===== config.mk =====
export PLATFORM = sky130hd
export DESIGN_NAME = ddsc_ctrl_port
export DESIGN_NICKNAME = d
export VERILOG_FILES = /design/src/pkg/ddsc_pkg.sv /design/src/logic/ddsc_ctrl_port.sv /design/src/logic/ddsc_pin_sync.sv /design/src/logic/ddsc_reg_bank.sv
export SDC_FILE = /design/constraint.sdc
export NUM_CORES = 1
export LEC_CHECK = 0
export ABC_AREA = 1
export BUFFER_PORTS_ARGS = -buffer_cell sky130_fd_sc_hd__buf_2
export CAP_MARGIN = 10
export CORE_MARGIN = 5
export CORE_UTILIZATION = 35
export CTS_CLUSTER_SIZE = 14
export DETAILED_ROUTE_END_ITERATION = 10
export RECOVER_POWER = 25
export SETUP_SLACK_MARGIN = 0.2
export SYNTH_ARGS = -nofsm -noshare
export SYNTH_HDL_FRONTEND = slang
export SYNTH_SLANG_ARGS = --single-unit

===== constraint.sdc =====
create_clock -name ref_clk -period 5.8 [get_ports ref_clk]
set_clock_uncertainty 0.1 [all_clocks]
set_input_delay 1.16 -clock ref_clk [delete_from_list [all_inputs] [get_ports ref_clk]]
set_output_delay 1.16 -clock ref_clk [all_outputs]
set_load 0.05 [all_outputs]

===== src/pkg/ddsc_pkg.sv =====
// ddsc_pkg: constants shared by the synthesizer control port, its register bank, checker and bench.
// assumes a single 200 MHz system clock; register bytes are numbered most significant first.
package ddsc_pkg;

   // system clock rate and derived sync clock division
   localparam int          SYS_CLK_MHZ    = 200;
   localparam int          SYNC_DIV       = 4;
   localparam logic [1:0]  SYNC_RISE_PH   = 2'h0;  // phase at which the sync clock goes high
   localparam logic [1:0]  SYNC_HIGH_LAST = 2'h1;  // last phase of the high half
   localparam logic [1:0]  AUTO_ALIGN_PH  = 2'h3;  // own phase expected when a synced sync input rise is seen

   // byte memory geometry
   localparam int          NUM_BYTES      = 16;
   localparam int          BYTE_AW        = 4;

   // serial register addresses
   localparam logic [4:0]  ADDR_CFR_ONE   = 5'h00;
   localparam logic [4:0]  ADDR_CFR_TWO   = 5'h01;
   localparam logic [4:0]  ADDR_AMP_SCALE = 5'h02;
   localparam logic [4:0]  ADDR_RAMP_RATE = 5'h03;
   localparam logic [4:0]  ADDR_FREQ_WORD = 5'h04;
   localparam logic [4:0]  ADDR_PHASE_OFS = 5'h05;

   // control bit positions within the active registers
   localparam int          BIT_SDIO_UNI   = 9;   // control_function_reg_one: 1 = separate data out pin
   localparam int          BIT_LSB_FIRST  = 8;   // control_function_reg_one: serial bit order
   localparam int          BIT_AUTO_SYNC  = 23;  // control_function_reg_one
   localparam int          BIT_SOFT_SYNC  = 22;  // control_function_reg_one, self clearing
   localparam int          BIT_AUTO_CLR   = 13;  // control_function_reg_one
   localparam int          BIT_HS_SYNC    = 11;  // control_function_reg_two
   localparam int          BIT_HW_SYNC    = 10;  // control_function_reg_two
   localparam int          BIT_XTAL_EN    = 9;   // control_function_reg_two

   // location of the self clearing soft sync bit in the byte memory
   localparam logic [3:0]  SOFT_SYNC_BYTE = 4'h1;
   localparam int          SOFT_SYNC_POS  = 6;

   // reset value of every register byte
   localparam logic [7:0]  BYTE_RESET     = 8'h00;

   // serial port states
   typedef enum logic [1:0] {
      SP_INSTR = 2'b01,
      SP_DATA  = 2'b10
   } ddsc_sp_state_e;

   // width in bytes of a serial register; unknown addresses take one byte
   function automatic logic [2:0] ddsc_reg_bytes(input logic [4:0] addr);
      case (addr)
         ADDR_CFR_ONE:   ddsc_reg_bytes = 3'h4;
         ADDR_CFR_TWO:   ddsc_reg_bytes = 3'h3;
         ADDR_AMP_SCALE: ddsc_reg_bytes = 3'h2;
         ADDR_RAMP_RATE: ddsc_reg_bytes = 3'h1;
         ADDR_FREQ_WORD: ddsc_reg_bytes = 3'h4;
         ADDR_PHASE_OFS: ddsc_reg_bytes = 3'h2;
         default:        ddsc_reg_bytes = 3'h1;
      endcase
   endfunction

   // first (most significant) byte address of a serial register
   function automatic logic [3:0] ddsc_reg_base(input logic [4:0] addr);
      case (addr)
         ADDR_CFR_ONE:   ddsc_reg_base = 4'h0;
         ADDR_CFR_TWO:   ddsc_reg_base = 4'h4;
         ADDR_AMP_SCALE: ddsc_reg_base = 4'h7;
         ADDR_RAMP_RATE: ddsc_reg_base = 4'h9;
         ADDR_FREQ_WORD: ddsc_reg_base = 4'hA;
         ADDR_PHASE_OFS: ddsc_reg_base = 4'hE;
         default:        ddsc_reg_base = 4'h0;
      endcase
   endfunction

endpackage


===== src/logic/ddsc_ctrl_port.sv =====
// ddsc_ctrl_port: serial control port, update strobe and sync clock logic of the synthesizer.
// assumes all pins are asynchronous to ref_clk and the serial clock is well below ref_clk / 8.
//
// Functional notes
// - sync clock is system clock over four, output
// - update strobe sampled at sync clock rise
// - sampled strobe edge gives one load pulse
// - load pulse copies buffers to active registers
// - auto sync steps phase until aligned with input
// - soft sync write advances one system clock
// - soft sync bit clears itself after use
// - hardware sync advances per sync input rise
// - crystal output static until enable bit set
// - whole register transfers, abort may cut short
// - port generates byte addresses by itself
// - first eight rising edges carry instruction
// - data phase length equals register width
// - after last byte, new instruction follows
// - capture on rising, launch on falling edge
// - instruction: read bit, two ignored, address
// - chip select high: outputs off, cycle suspended
// - bit nine picks two-wire or separate output
// - abort input resets port, keeps registers
// - bit eight selects LSB first order
// - auto clear pulses accumulator clear on update
`timescale 1ns/1ps
module ddsc_ctrl_port
   import ddsc_pkg::*;
(
   input  wire logic        ref_clk,
   input  wire logic        reset_n,
   input  wire logic        sclk,
   input  wire logic        chipSelectN,
   input  wire logic        sdioIn,
   output logic             sdioOut,
   output logic             sdioOe,
   output logic             serialDataOut,
   output logic             serialDataOutOe,
   input  wire logic        portAbortSync,
   input  wire logic        regUpdate,
   input  wire logic        syncIn,
   output logic             syncClk,
   input  wire logic        oscIn,
   output logic             crystalOut,
   output logic             accClear,
   output logic [31:0]      controlFunctionRegOne,
   output logic [23:0]      controlFunctionRegTwo,
   output logic [15:0]      ampScale,
   output logic [7:0]       rampRate,
   output logic [31:0]      frequencyTuningWord,
   output logic [15:0]      phaseOffset
);

   localparam int NPIN = 7;

   logic [NPIN-1:0]        pinLvl;
   logic                   sclkLvl;
   logic                   csNLvl;
   logic                   sdioLvl;
   logic                   abortLvl;
   logic                   updLvl;
   logic                   syncInLvl;
   logic                   oscLvl;
   logic [NUM_BYTES*8-1:0] activeFlat;
   logic [7:0]             memRdData;

   // pins into the system clock domain; chip select idles deselected
   ddsc_pin_sync #(
      .WIDTH (NPIN),
      .INIT  (7'h02)
   ) u_pin_sync (
      .ref_clk (ref_clk),
      .reset_n (reset_n),
      .pinIn   ({oscIn, syncIn, regUpdate, portAbortSync, sdioIn, chipSelectN, sclk}),
      .level   (pinLvl)
   );

   assign {oscLvl, syncInLvl, updLvl, abortLvl, sdioLvl, csNLvl, sclkLvl} = pinLvl;

   // active register views
   assign controlFunctionRegOne = activeFlat[127:96];
   assign controlFunctionRegTwo = activeFlat[95:72];
   assign ampScale              = activeFlat[71:56];
   assign rampRate              = activeFlat[55:48];
   assign frequencyTuningWord   = activeFlat[47:16];
   assign phaseOffset           = activeFlat[15:0];

   logic lsbFirst;
   logic sepOut;
   assign lsbFirst = controlFunctionRegOne[BIT_LSB_FIRST];
   assign sepOut   = controlFunctionRegOne[BIT_SDIO_UNI];

   // ---------------- sync clock, multi-device alignment and crystal output
   logic [1:0] syncPhase;
   logic [1:0] next_syncPhase;
   logic       next_syncClk;
   logic       syncInPrev;
   logic       syncInRise;
   logic       advance;
   logic       softSync;
   logic       next_crystalOut;

   always_comb begin
      syncInRise = syncInLvl && !syncInPrev;
      softSync   = controlFunctionRegOne[BIT_SOFT_SYNC];
      advance    = 1'b0;
      if (softSync) begin
         advance = 1'b1;
      end
      if (controlFunctionRegTwo[BIT_HW_SYNC] && syncInRise) begin
         advance = 1'b1;
      end
      if (controlFunctionRegOne[BIT_AUTO_SYNC] && syncInRise && syncPhase != AUTO_ALIGN_PH) begin
         advance = 1'b1;
      end
      // skipping one phase moves the sync clock edge a quarter period earlier
      next_syncPhase  = advance ? syncPhase + 2'h2 : syncPhase + 2'h1;
      next_syncClk    = (next_syncPhase == SYNC_RISE_PH) || (next_syncPhase == SYNC_HIGH_LAST);
      next_crystalOut = controlFunctionRegTwo[BIT_XTAL_EN] ? oscLvl : 1'b0;
   end

   always_ff @(posedge ref_clk or negedge reset_n) begin
      if (!reset_n) begin
         syncPhase  <= SYNC_HIGH_LAST;
         syncClk    <= 1'b1;
         syncInPrev <= 1'b0;
         crystalOut <= 1'b0;
      end else begin
         syncPhase  <= next_syncPhase;
         syncClk    <= next_syncClk;
         syncInPrev <= syncInLvl;
         crystalOut <= next_crystalOut;
      end
   end

   // ---------------- update strobe sampling and load
   logic updSample;
   logic next_updSample;
   logic loadPulse;
   logic next_loadPulse;
   logic next_accClear;

   always_comb begin
      next_updSample = updSample;
      next_loadPulse = 1'b0;
      if (next_syncClk && !syncClk) begin
         next_updSample = updLvl;
         next_loadPulse = updLvl && !updSample;
      end
      next_accClear = next_loadPulse && controlFunctionRegOne[BIT_AUTO_CLR];
   end

   always_ff @(posedge ref_clk or negedge reset_n) begin
      if (!reset_n) begin
         updSample <= 1'b0;
         loadPulse <= 1'b0;
         accClear  <= 1'b0;
      end else begin
         updSample <= next_updSample;
         loadPulse <= next_loadPulse;
         accClear  <= next_accClear;
      end
   end

   // ---------------- serial port
   ddsc_sp_state_e     spState;
   ddsc_sp_state_e     next_spState;
   logic [2:0]         bitCnt;
   logic [2:0]         next_bitCnt;
   logic [7:0]         shiftReg;
   logic [7:0]         next_shiftReg;
   logic [7:0]         txShift;
   logic [7:0]         next_txShift;
   logic               isRead;
   logic               next_isRead;
   logic               addrOk;
   logic               next_addrOk;
   logic [2:0]         bytesLeft;
   logic [2:0]         next_bytesLeft;
   logic [BYTE_AW-1:0] byteAddr;
   logic [BYTE_AW-1:0] next_byteAddr;
   logic               sclkPrev;
   logic               rdPend;
   logic               next_rdPend;
   logic               next_sdioOut;
   logic               next_sdioOe;
   logic               next_sdoOut;
   logic               next_sdoOe;
   logic               sclkRise;
   logic               sclkFall;
   logic [7:0]         rxByte;
   logic [2:0]         width;
   logic               memWrEn;
   logic [BYTE_AW-1:0] memRdAddr;
   logic               txBit;

   always_comb begin
      sclkRise       = sclkLvl && !sclkPrev;
      sclkFall       = !sclkLvl && sclkPrev;
      rxByte         = lsbFirst ? {sdioLvl, shiftReg[7:1]} : {shiftReg[6:0], sdioLvl};
      width          = ddsc_reg_bytes(rxByte[4:0]);
      txBit          = lsbFirst ? txShift[0] : txShift[7];
      next_spState   = spState;
      next_bitCnt    = bitCnt;
      next_shiftReg  = shiftReg;
      next_txShift   = txShift;
      next_isRead    = isRead;
      next_addrOk    = addrOk;
      next_bytesLeft = bytesLeft;
      next_byteAddr  = byteAddr;
      next_rdPend    = 1'b0;
      next_sdioOut   = sdioOut;
      next_sdoOut    = serialDataOut;
      memWrEn        = 1'b0;
      memRdAddr      = byteAddr;
      if (rdPend) begin
         next_txShift = addrOk ? memRdData : 8'h00;
      end
      if (abortLvl) begin
         // registers untouched, only the port restarts
         next_spState   = SP_INSTR;
         next_bitCnt    = 3'h0;
         next_bytesLeft = 3'h0;
      end else if (!csNLvl && sclkRise) begin
         next_shiftReg = rxByte;
         next_bitCnt   = bitCnt + 3'h1;
         if (bitCnt == 3'h7) begin
            case (spState)
               SP_INSTR: begin
                  next_isRead    = rxByte[7];
                  next_addrOk    = rxByte[4:0] <= ADDR_PHASE_OFS;
                  next_bytesLeft = width;
                  next_byteAddr  = lsbFirst ? ddsc_reg_base(rxByte[4:0]) + BYTE_AW'(width - 3'h1)
                                            : ddsc_reg_base(rxByte[4:0]);
                  next_spState   = SP_DATA;
                  memRdAddr      = next_byteAddr;
                  next_rdPend    = rxByte[7];
               end
               SP_DATA: begin
                  memWrEn        = !isRead && addrOk;
                  next_bytesLeft = bytesLeft - 3'h1;
                  next_byteAddr  = lsbFirst ? byteAddr - 4'h1 : byteAddr + 4'h1;
                  if (bytesLeft == 3'h1) begin
                     next_spState = SP_INSTR;
                  end else begin
                     memRdAddr   = next_byteAddr;
                     next_rdPend = isRead;
                  end
               end
               default: begin
                  next_spState = SP_INSTR;
               end
            endcase
         end
      end else if (!csNLvl && sclkFall && spState == SP_DATA && isRead) begin
         next_sdioOut = txBit;
         next_sdoOut  = txBit;
         next_txShift = lsbFirst ? {1'b0, txShift[7:1]} : {txShift[6:0], 1'b0};
      end
      // outputs float while deselected; a suspended cycle keeps its position
      next_sdioOe = !csNLvl && !abortLvl && next_spState == SP_DATA && next_isRead && !sepOut;
      next_sdoOe  = !csNLvl && !abortLvl && next_spState == SP_DATA && next_isRead && sepOut;
   end

   always_ff @(posedge ref_clk or negedge reset_n) begin
      if (!reset_n) begin
         spState         <= SP_INSTR;
         bitCnt          <= 3'h0;
         shiftReg        <= 8'h00;
         txShift         <= 8'h00;
         isRead          <= 1'b0;
         addrOk          <= 1'b0;
         bytesLeft       <= 3'h0;
         byteAddr        <= 4'h0;
         sclkPrev        <= 1'b0;
         rdPend          <= 1'b0;
         sdioOut         <= 1'b0;
         sdioOe          <= 1'b0;
         serialDataOut   <= 1'b0;
         serialDataOutOe <= 1'b0;
      end else begin
         spState         <= next_spState;
         bitCnt          <= next_bitCnt;
         shiftReg        <= next_shiftReg;
         txShift         <= next_txShift;
         isRead          <= next_isRead;
         addrOk          <= next_addrOk;
         bytesLeft       <= next_bytesLeft;
         byteAddr        <= next_byteAddr;
         sclkPrev        <= sclkLvl;
         rdPend          <= next_rdPend;
         sdioOut         <= next_sdioOut;
         sdioOe          <= next_sdioOe;
         serialDataOut   <= next_sdoOut;
         serialDataOutOe <= next_sdoOe;
      end
   end

   // buffer and active register storage
   ddsc_reg_bank u_reg_bank (
      .ref_clk     (ref_clk),
      .reset_n     (reset_n),
      .wrEn        (memWrEn),
      .wrAddr      (byteAddr),
      .wrData      (rxByte),
      .rdAddr      (memRdAddr),
      .rdData      (memRdData),
      .load        (loadPulse),
      .clrSoftSync (softSync),
      .activeFlat  (activeFlat)
   );

endmodule // ddsc_ctrl_port


===== src/logic/ddsc_pin_sync.sv =====
// ddsc_pin_sync: three-stage synchroniser for pins arriving from outside the system clock.
// assumes asynchronous pins; a change is taken once the second and third stages agree.
`timescale 1ns/1ps
module ddsc_pin_sync #(
   parameter int               WIDTH = 7,
   parameter logic [WIDTH-1:0] INIT  = '0
) (
   input  wire logic             ref_clk,
   input  wire logic             reset_n,
   input  wire logic [WIDTH-1:0] pinIn,
   output logic      [WIDTH-1:0] level
);

   // one chain per pin
   genvar gi;
   generate
      for (gi = 0; gi < WIDTH; gi++) begin : g_bit
         logic stageOne;
         logic stageTwo;
         logic stageThree;
         logic next_level;

         // accept the new value only when the last two stages agree
         always_comb begin
            next_level = (stageTwo == stageThree) ? stageThree : level[gi];
         end

         always_ff @(posedge ref_clk or negedge reset_n) begin
            if (!reset_n) begin
               stageOne   <= INIT[gi];
               stageTwo   <= INIT[gi];
               stageThree <= INIT[gi];
               level[gi]  <= INIT[gi];
            end else begin
               stageOne   <= pinIn[gi];
               stageTwo   <= stageOne;
               stageThree <= stageTwo;
               level[gi]  <= next_level;
            end
         end
      end
   endgenerate

endmodule // ddsc_pin_sync


===== src/logic/ddsc_reg_bank.sv =====
// ddsc_reg_bank: serial buffer bytes and the active control bytes they are loaded into.
// assumes one writer, a registered read port, and a load pulse from the update path.
`timescale 1ns/1ps
module ddsc_reg_bank
   import ddsc_pkg::*;
(
   input  wire logic                   ref_clk,
   input  wire logic                   reset_n,
   input  wire logic                   wrEn,
   input  wire logic [BYTE_AW-1:0]     wrAddr,
   input  wire logic [7:0]             wrData,
   input  wire logic [BYTE_AW-1:0]     rdAddr,
   output logic      [7:0]             rdData,
   input  wire logic                   load,
   input  wire logic                   clrSoftSync,
   output logic      [NUM_BYTES*8-1:0] activeFlat
);

   logic [7:0] next_rdData;

   // read data always comes from the active copy, through a register
   always_comb begin
      next_rdData = activeFlat[(NUM_BYTES-1-int'(rdAddr))*8 +: 8];
   end

   always_ff @(posedge ref_clk or negedge reset_n) begin
      if (!reset_n) begin
         rdData <= BYTE_RESET;
      end else begin
         rdData <= next_rdData;
      end
   end

   genvar gb;
   generate
      for (gb = 0; gb < NUM_BYTES; gb++) begin : g_byte
         logic [7:0] bufByte;
         logic [7:0] next_bufByte;
         logic [7:0] next_active;

         // serial writes touch only the buffer; load copies the buffer into the active byte
         always_comb begin
            next_bufByte = (wrEn && wrAddr == BYTE_AW'(gb)) ? wrData : bufByte;
            next_active  = activeFlat[(NUM_BYTES-1-gb)*8 +: 8];
            if (BYTE_AW'(gb) == SOFT_SYNC_BYTE && clrSoftSync) begin
               next_active[SOFT_SYNC_POS] = 1'b0;
            end
            if (load) begin
               next_active = bufByte;
            end
         end

         always_ff @(posedge ref_clk or negedge reset_n) begin
            if (!reset_n) begin
               bufByte                            <= BYTE_RESET;
               activeFlat[(NUM_BYTES-1-gb)*8 +: 8] <= BYTE_RESET;
            end else begin
               bufByte                            <= next_bufByte;
               activeFlat[(NUM_BYTES-1-gb)*8 +: 8] <= next_active;
            end
         end
      end
   endgenerate

endmodule // ddsc_reg_bank


==> results of run 1 <==
[layout by cell type (no fill, tap or decap), types with 4 or more instances in the layout]
| cell | n |
|---|---|
| nand2_1 | 489 |
| dfrtp_1 | 328 |
| o21ai_0 | 185 |
| buf_2 | 142 |
| nand3_1 | 102 |
| mux2_2 | 96 |
| inv_1 | 82 |
| clkbuf_16 | 39 |
| nor2_1 | 30 |
| a21oi_1 | 23 |
| ha_1 | 16 |
| nand2_2 | 12 |
| clkbuf_1 | 12 |
| a311oi_1 | 8 |
| buf_4 | 8 |
| inv_2 | 7 |
| nand2_4 | 7 |
| maj3_1 | 7 |
| clkbuf_8 | 6 |
| o21ai_1 | 5 |
| or2_2 | 4 |
| xor2_1 | 4 |
| clkinv_2 | 4 |
| dfstp_2 | 4 |
[worst max-delay path: cells and delay by family, from the launching register on]
| kind | cells | cell delay (ns) |
|---|---|---|
| simple gates | 14 | 1.68 |
| flops | 1 | 0.58 |
| buf+inv | 3 | 1.84 |
| compound gates | 2 | 0.22 |
| fa+ha+maj | 1 | 0.28 |
[synthesized netlist by cell type (3+ instances only)]
master / n
buf_6: 7
o21ai_0: 185
or2_2: 4
maj3_1: 7
nand2_4: 7
buf_4: 10
nand3_1: 102
nor2_4: 3
clkbuf_1: 52
nand2_2: 11
inv_1: 81
o22ai_1: 3
mux2_2: 96
inv_2: 8
o21ai_1: 5
nand2_1: 490
nor3_1: 3
dfrtp_1: 328
xor2_1: 4
dfstp_2: 7
ha_1: 16
a311oi_1: 8
nor2_1: 30
buf_2: 15
a31oi_1: 3
a21oi_1: 23
[flip-flops by register name, indices dropped and copies added (netlist names), 2 cells and up]
register                     flops
syncPhase                        2
txShift                          8
shiftReg                         8
bytesLeft                        3
u_reg_bank.rdData                8
u_pin_sync.g_bit.stageTwo        7
u_pin_sync.g_bit.stageThree      7
u_pin_sync.level                 7
byteAddr                         4
u_reg_bank.g_byte.bufByte      128
u_reg_bank.activeFlat          128
spState                          2
bitCnt                           3
u_pin_sync.g_bit.stageOne        7
[per-layer routing]
metal	up-vias	part of all wire	wire, um
li1	5198	-	-
met4	0	0.022	952
met1	5589	0.45	19600
met2	357	0.46	19900
met3	59	0.060	2580
met5	-	0	0
[per-stage QoR]
stage	hold slack, ns	area [sq um]	std cells
6_report	0.246	16800	2192
4_1_cts	0.249	16800	2192
3_3_place_gp	0.236	15600	2127
5_1_grt	0.257	16800	2192
2_1_floorplan	0.231	14600	1527
3_5_place_dp	0.237	15600	2127
[worst paths after layout]
kind / cells past startpoint / from / end
worst max-delay path: 20 / u_reg_bank.activeFlat[104] / u_reg_bank.rdData[7]
worst min-delay path: 0 / u_pin_sync.g_bit[5].stageOne / u_pin_sync.g_bit[5].stageTwo
worst max register to register: 20 / u_reg_bank.activeFlat[104] / u_reg_bank.rdData[7]
worst min register to register: 0 / u_pin_sync.g_bit[5].stageOne / u_pin_sync.g_bit[5].stageTwo
max in group asynchronous: 2 / reset_n / u_reg_bank.activeFlat[68]
min in group asynchronous: 1 / reset_n / u_pin_sync.g_bit[3].stageOne
[final cells by class]
cell class / instances / area share
Timing Repair Buffer: 153 / 0.0477
Multi-Input combinational cell: 1017 / 0.323
Clock buffer: 56 / 0.0656
Inverter: 90 / 0.0201
Sequential cell: 335 / 0.500
Clock inverter: 9 / 0.00380
Tap cell: 532 / 0.0397
[cell families (layout without fill, tap and decap cells)]
logic type      count (synthesis)  in the layout  synth area share
compound gates                234            234            0.0851
mux                            96             96            0.0742
buf+inv                       175            308            0.0533
fa+ha+maj                      24             24            0.0199
flops                         335            335             0.576
simple gates                  657            657             0.188
xor+xnor                        6              6           0.00361
[report_power, final]
| part | leakage [nW] | internal [mW] | switching, mW | total [mW] |
|---|---|---|---|---|
| clock network | 0.567 | 1.32 | 0.949 | 2.26 |
| logic | 3.39 | 0.115 | 0.352 | 0.467 |
| registers | 4.59 | 2.37 | 0.0237 | 2.39 |
| total | 8.55 | 3.80 | 1.32 | 5.13 |
==> summary.txt, run 1 <==
Layout
  – # nets final: 1661
  – Ratio of cells with drive above 1 in the final layout: 0.208
  – Syn-to-layout area delta: 15.1%
  – # fillers: 4085
  – ANT cells: 0
  – FF+latch area: 0.00839 sq mm
  – Final core occ: 0.409
  – Multi-input gate area: 0.00541 sq mm

Global routing
  – Antenna violations before repair: 1
  – GR Util met3: 0.0330
  – GRT Util Overall: 0.184
  – GRT busiest layer: met2
  – First-pass GRT wire length: 67600 um
  – GRT met1 Usage: 0.263
  – GR Overflow Total: 0
  – Largest net degree at the start of global routing: 113
  – M2 GR Usage: 0.293
  – Vias in the first global route: 10900

Synth
  – Mapped Cells: 1527
  – Yosys warns: 0
  – Top cells by area, synth: dfrtp_1 (56%), nand2_1 (13%), mux2_2 (7.4%), o21ai_0 (6.4%), nand3_1 (3.5%)
  – Yosys top cell by area: dfrtp_1
  – Register bit count reported by yosys: 335
  – Netlist cell types: 40
  – Post-Syn Area: 0.0146 sq mm
  – Sequential share of the synthesized area: 0.576
  – Post-synthesis area per instance: 9.54 sq um
  – Number of flops mapped to enable cells by yosys: 0
  – Top FF cell, synth: dfrtp_1
  – Yosys top cell area share: 0.563
  – Syn_nets: 1553
  – Share of flip-flops with an asynchronous set or reset: 1.00

Setup path
  – Worst path required time: 6.12 ns
  – Critical Path Max Stage Delay: 0.82 ns
  – CP Launch Type: flop
  – Arr. time, crit path: 5.14 ns
  – Crit Path Max Fanout: 64
  – Setup slack, reg-to-reg: 0.98 ns
  – Crit-path slowest cell: clkbuf_1
  – Worst path most repeated cell: nand2_1
  – Crit path cell chain: clkbuf_1 -> nand2_1 -> nand2_4 -> inv_1 -> nand2_1 -> a21oi_1 -> o21a_1 -> ha_1 -> nand2_1 -> nand3_2 -> nand2_2 -> nand2_4 -> buf_4 -> nand3_1 -> nand2_1 -> nand2_1 -> nand3_1 -> nand2_1 -> nand2_1 -> nand2_1
  – CP endpoint kind: flop
  – Setup CP Type: flop to flop

Route
  – WL final: 43100 um
  – DRT Pass-1 Iters: 5
  – 1st-iter DRT viols: 988
  – Routed vias: 11200
  – ANT nets after route: 0
  – Residual DRC count: 0
  – Wire per inst: 19.6 um
  – Vias per inst: 5.11

Power and ir drop
  – P per Cell Area: 306 mW/mm^2
  – Total power: 5.13 mW
  – Max VDD drop: 0.000221 V
  – Static leakage: 8.55 nW

STA
  – Fin. Hold Viols: 0
  – Slew headroom: -0.954
  – Final Max Tran Viols: 170
  – Minimum clock period: 4.82 ns
  – RSZ-0062 raised after global routing: no
  – Slew of the pin with the lowest slew margin: 2.93 ns
  – Post-layout worst setup margin: 0.983 ns
  – Period Utilization, post-route: 0.830
  – # setup viols final: 0
  – Setup TNS: 0 ns
  – F_max: 0.208 GHz

Job
  – MaxCap Viol Count: 2

Placement
  – I/O Buffers: 143
  – Place WS: 1.47 ns
  – GPL Wtd Cong: 0.858
  – HPWL after DPL: 29100 um

Clock network
  – Setup Fix Bufs, Post-CTS: 0
  – Clock latency reported for the late side of the worst-skew pair: 0.53 ns
  – CTS H-Tree Depth: 2
  – Max Root-Sink Buffers: 3
  – Clk sinks: 335
  – Post-CTS Hold Buffers: 0
  – Post-CTS sizing: 0
  – CTS tree: yes
  – CTS root buf: clkbuf_16
  – CTS Buf Count: 38
  – Clock-pin slew on the worst setup and hold paths: 0.06 ns

Floorplan
  – Row Count: 74
  – DIE AREA: 0.0458 sq mm
  – I/O pin count: 144
  – Core Region: 0.0410 sq mm
  – Initial core utilization: 0.355
  – Chip Height: 214 um
  – Die width: 214 um

Outcome
  – Status: finished, violations left
  – Violated checks: capacitance limit, slew limit

Worst hold path
  – Min-Delay Path Class: flop to flop
(Power assumes the default switching activity.)
==> inputs of run 2 (changes only) <==
--- a/config.mk
+++ b/config.mk
@@ -5,7 +5,7 @@
 export SDC_FILE = /design/constraint.sdc
 export NUM_CORES = 1
 export LEC_CHECK = 0
-export ABC_AREA = 1
+export ABC_AREA = 0
 export BUFFER_PORTS_ARGS = -buffer_cell sky130_fd_sc_hd__buf_2
 export CAP_MARGIN = 10
 export CORE_MARGIN = 5
==> constraint.sdc (replaced) <==
create_clock -name ref_clk -period 4.4 [get_ports ref_clk]
set_clock_uncertainty 0.1 [all_clocks]
set_input_delay 0.88 -clock ref_clk [delete_from_list [all_inputs] [get_ports ref_clk]]
set_output_delay 0.88 -clock ref_clk [all_outputs]
set_load 0.05 [all_outputs]
==> run 2 against run 1 <==
The flow still finishes with violations (capacitance limit, slew limit); clock-buffer cell count is 9 lower; clock power is 45% higher; sequential power is 34% higher; sequential cell count stayed put; synthesized cell count is 20% lower; total power is 38% higher; final cell count is 13% lower; sequential share of layout area is 0.65 points higher; non-clock buffer count is 19 higher; register-to-register slack worse by 0.40 ns; core utilization is 1.0 points higher; worst hold slack worse by 0.0017 ns; highest routed layer unchanged.
==> summary.txt, run 2 <==
STA
  – Fin. Hold Viols: 0 (unchanged)
  – Setup TNS: 0 ns (unchanged)
  – Minimum clock period: 3.82 ns (was 4.82 ns)
  – F_max: 0.262 GHz (was 0.208 GHz)
  – Slew of the pin with the lowest slew margin: 2.61 ns (was 2.93 ns)
  – Period Utilization, post-route: 0.867 (was 0.830)
  – Slew headroom: -0.740 (was -0.954)
  – # setup viols final: 0 (unchanged)
  – RSZ-0062 raised after global routing: no (unchanged)
  – Final Max Tran Viols: 97 (was 170)

Synth
  – Syn_nets: 1253 (was 1553)
  – Synth top cells by count: dfrtp_1 (328), nand2_1 (257), o21ai_0 (140) (was nand2_1 (490), dfrtp_1 (328), o21ai_0 (185))
  – Top cells by area, synth: dfrtp_1 (59%), mux2_2 (10%), nand2_1 (6.9%), o21ai_0 (5.0%), a21oi_1 (2.1%) (was dfrtp_1 (56%), nand2_1 (13%), mux2_2 (7.4%), o21ai_0 (6.4%), nand3_1 (3.5%))
  – Sequential share of the synthesized area: 0.601 (was 0.576)
  – Post-synthesis area per instance: 11.4 sq um (was 9.54 sq um)
  – Yosys top cell by area: dfrtp_1 (unchanged)
  – Share of flip-flops with an asynchronous set or reset: 1.00 (unchanged)
  – Register bit count reported by yosys: 335 (unchanged)
  – Most frequent cell after synthesis: dfrtp_1 (was nand2_1)
  – Mapped Cells: 1227 (was 1527)
  – Yosys top cell area share: 0.588 (was 0.563)
  – Yosys warns: 0 (unchanged)
  – Post-Syn Area: 0.0140 sq mm (was 0.0146 sq mm)
  – Number of flops mapped to enable cells by yosys: 0 (unchanged)
  – Top FF cell, synth: dfrtp_1 (unchanged)
  – Netlist cell types: 57 (was 40)

Layout
  – Syn-to-layout area delta: 18.7% (was 15.1%)
  – Ratio of cells with drive above 1 in the final layout: 0.272 (was 0.208)
  – Commonest non-fill, non-tap cell in the layout: dfrtp_1 (was nand2_1)
  – Commonest non-fill, non-tap cells in the layout: dfrtp_1 (326), nand2_1 (257), buf_2 (141), o21ai_0 (140), mux2_2 (129) (was nand2_1 (489), dfrtp_1 (328), o21ai_0 (185), buf_2 (142), nand3_1 (102))
  – # fillers: 3834 (was 4085)
  – Largest regs: u_reg_bank.activeFlat (128), u_reg_bank.g_byte.bufByte (128) (unchanged)
  – ANT cells: 0 (unchanged)
  – # nets final: 1386 (was 1661)
  – Final core occ: 0.419 (was 0.409)

Outcome
  – Violated checks: capacitance limit, slew limit (unchanged)
  – Status: finished, violations left (unchanged)

Clock network
  – Max Root-Sink Buffers: 3 (unchanged)
  – Clock-pin slew on the worst setup and hold paths: 0.06 ns (about the same)
  – Clk sinks: 335 (unchanged)
  – CTS root buf: clkbuf_16 (unchanged)
  – Clock latency reported for the late side of the worst-skew pair: 0.53 ns (about the same)
  – CTS tree: yes (unchanged)
  – CTS H-Tree Depth: 2 (unchanged)
  – CTS Buf Count: 36 (was 38)

Placement
  – I/O Buffers: 143 (unchanged)
  – HPWL after DPL: 28700 um (was 29100 um)
  – GPL Wtd Cong: 0.926 (was 0.858)

Route
  – DRT Pass-1 Iters: 5 (unchanged)
  – Routed vias: 9817 (was 11200)
  – Residual DRC count: 0 (unchanged)
  – WL final: 40700 um (was 43100 um)
  – Wire per inst: 21.3 um (was 19.6 um)
  – Vias per inst: 5.14 (was 5.11)
  – 1st-iter DRT viols: 791 (was 988)
  – ANT nets after route: 0 (unchanged)

Power and ir drop
  – P per Cell Area: 428 mW/mm^2 (was 306 mW/mm^2)
  – Static leakage: 7.88 nW (was 8.55 nW)
  – Max VDD drop: 0.000217 V (was 0.000221 V)
  – Total power: 7.09 mW (was 5.13 mW)

Global routing
  – First-pass GRT wire length: 62400 um (was 67600 um)
  – Vias in the first global route: 9872 (was 10900)
  – GR Overflow Total: 0 (unchanged)
  – Antenna violations before repair: 0 (was 1)
  – Largest net degree at the start of global routing: 99 (was 113)
  – GRT Util Overall: 0.183 (was 0.184)

Floorplan
  – Row Count: 73 (was 74)
  – Core Region: 0.0395 sq mm (was 0.0410 sq mm)
  – Die width: 210 um (was 214 um)
  – Chip Height: 210 um (was 214 um)
  – DIE AREA: 0.0440 sq mm (was 0.0458 sq mm)
  – Initial core utilization: 0.353 (was 0.355)
  – I/O pin count: 144 (unchanged)

Setup path
  – Crit-path slowest cell: dfrtp_2 (was clkbuf_1)
  – Critical Path Max Stage Delay: 0.49 ns (was 0.82 ns)
  – Crit path cell chain: mux2_2 -> nor2_1 -> o21ai_0 -> ha_1 -> inv_1 -> ha_1 -> fa_1 -> xor2_1 -> nand2_1 -> xor2_1 -> a221oi_2 -> nor2_1 -> a22oi_1 -> o221ai_1 (was clkbuf_1 -> nand2_1 -> nand2_4 -> inv_1 -> nand2_1 -> a21oi_1 -> o21a_1 -> ha_1 -> nand2_1 -> nand3_2 -> nand2_2 -> nand2_4 -> buf_4 -> nand3_1 -> nand2_1 -> nand2_1 -> nand3_1 -> nand2_1 -> nand2_1 -> nand2_1)
  – Arr. time, crit path: 4.09 ns (was 5.14 ns)
  – CP endpoint kind: flop (unchanged)
  – CP Buf/Inv Count: 1 (was 3)
  – Crit Path Max Fanout: 9 (was 64)
  – Setup CP Type: flop to flop (unchanged)
  – Crit-path leading delay family: compound AO/OA/AOI/OAI gates (was buffers and inverters)
  – CP Launch Type: flop (unchanged)
  – Worst path required time: 4.68 ns (was 6.12 ns)

Job
  – MaxCap Viol Count: 1 (was 2)

Worst hold path
  – Min-Delay Path Class: flop to flop (unchanged)
## run 2: changes by cell type after synthesis, sizes merged, moves of 33 or more
| cell | change |
|---|---|
| nand2 | -251 |
| mux2 | +33 |
| a21oi | +38 |
| o21ai | -50 |
| inv | -75 |
| nand3 | -94 |
## run 2: path summary, 6_finish.rpt
kind / startpoint / end / slack (ns) / cells after the start
max in group asynchronous: reset_n / serialDataOut / 0.95 / 2
min: u_pin_sync.g_bit[2].stageOne / u_pin_sync.g_bit[2].stageTwo / 0.24 / 0
max: u_reg_bank.activeFlat[104] / u_reg_bank.rdData[1] / 0.58 / 14
min in group asynchronous: reset_n / u_pin_sync.g_bit[2].stageOne / 1.07 / 1
min reg2reg: u_pin_sync.g_bit[2].stageOne / u_pin_sync.g_bit[2].stageTwo / 0.24 / 0
max reg2reg: u_reg_bank.activeFlat[104] / u_reg_bank.rdData[1] / 0.58 / 14
## run 2: cells by family after synthesis
| family | Yosys count | share of synthesized area |
|---|---|---|
| and+or+nand+nor | 340 | 0.102 |
| DFF | 335 | 0.601 |
| AOI/OAI and AO/OA | 280 | 0.123 |
| muxes | 149 | 0.118 |
| buffers and inverters | 91 | 0.0299 |
| adders and majority gates | 24 | 0.0208 |
| xor gates and xnor gates | 8 | 0.00502 |
## run 2: layout make-up
| type | instances | area (sq um) | area share |
|---|---|---|---|
| Clock buffer | 47 | 1020 | 0.0618 |
| Clock inverter | 15 | 258 | 0.0156 |
| Inverter | 14 | 52.6 | 0.00317 |
| Multi-Input combinational cell | 801 | 5170 | 0.312 |
| Sequential cell | 335 | 8400 | 0.507 |
| Tap cell | 525 | 657 | 0.0397 |
| Timing Repair Buffer | 172 | 1010 | 0.0608 |
## run 2: stage by stage
stage	setup slack [ns]	hold WS (ns)	instances	instance area, sq um
5_1_grt	0.264	0.257	1909	16600
2_1_floorplan	0.254	0.231	1227	14000
4_1_cts	0.417	0.250	1909	16600
3_3_place_gp	0.520	0.231	1847	15300
6_report	0.585	0.245	1909	16600
3_5_place_dp	0.446	0.236	1847	15300
## run 2: worst register-to-register path: cells and delay by family (launching register included)
| kind | cells | cell delay, ns |
|---|---|---|
| buffers and inverters | 1 | 0.04 |
| adder cells (fa/ha/maj) | 3 | 0.86 |
| multiplexers | 1 | 0.39 |
| AND/OR/NAND/NOR | 3 | 0.46 |
| AO/OA/AOI/OAI | 4 | 1.02 |
| XOR/XNOR | 2 | 0.32 |
| flip-flops | 1 | 0.49 |
## run 2: timing repair
action | 4_1_cts | 5_1_grt
hold buffers | 0 | 0
resized for setup | 0 | 3
buffers inserted | 0 | 0
setup endpoints to repair | 0 | 6
## run 2: power breakdown
group | switching (mW) | leakage [nW] | total, mW | internal, mW
Clock | 1.23 | 0.635 | 3.28 | 2.05
Combinational | 0.442 | 2.69 | 0.596 | 0.154
Sequential | 0.0767 | 4.56 | 3.21 | 3.14
Total | 1.75 | 7.88 | 7.09 | 5.34
## run 2: layer usage
metal | global-route usage | wire, um
met1 | 0.267 | 19300
met2 | 0.283 | 18500
met3 | 0.0380 | 2220
met4 | 0.0428 | 756
met5 | 0 | 0
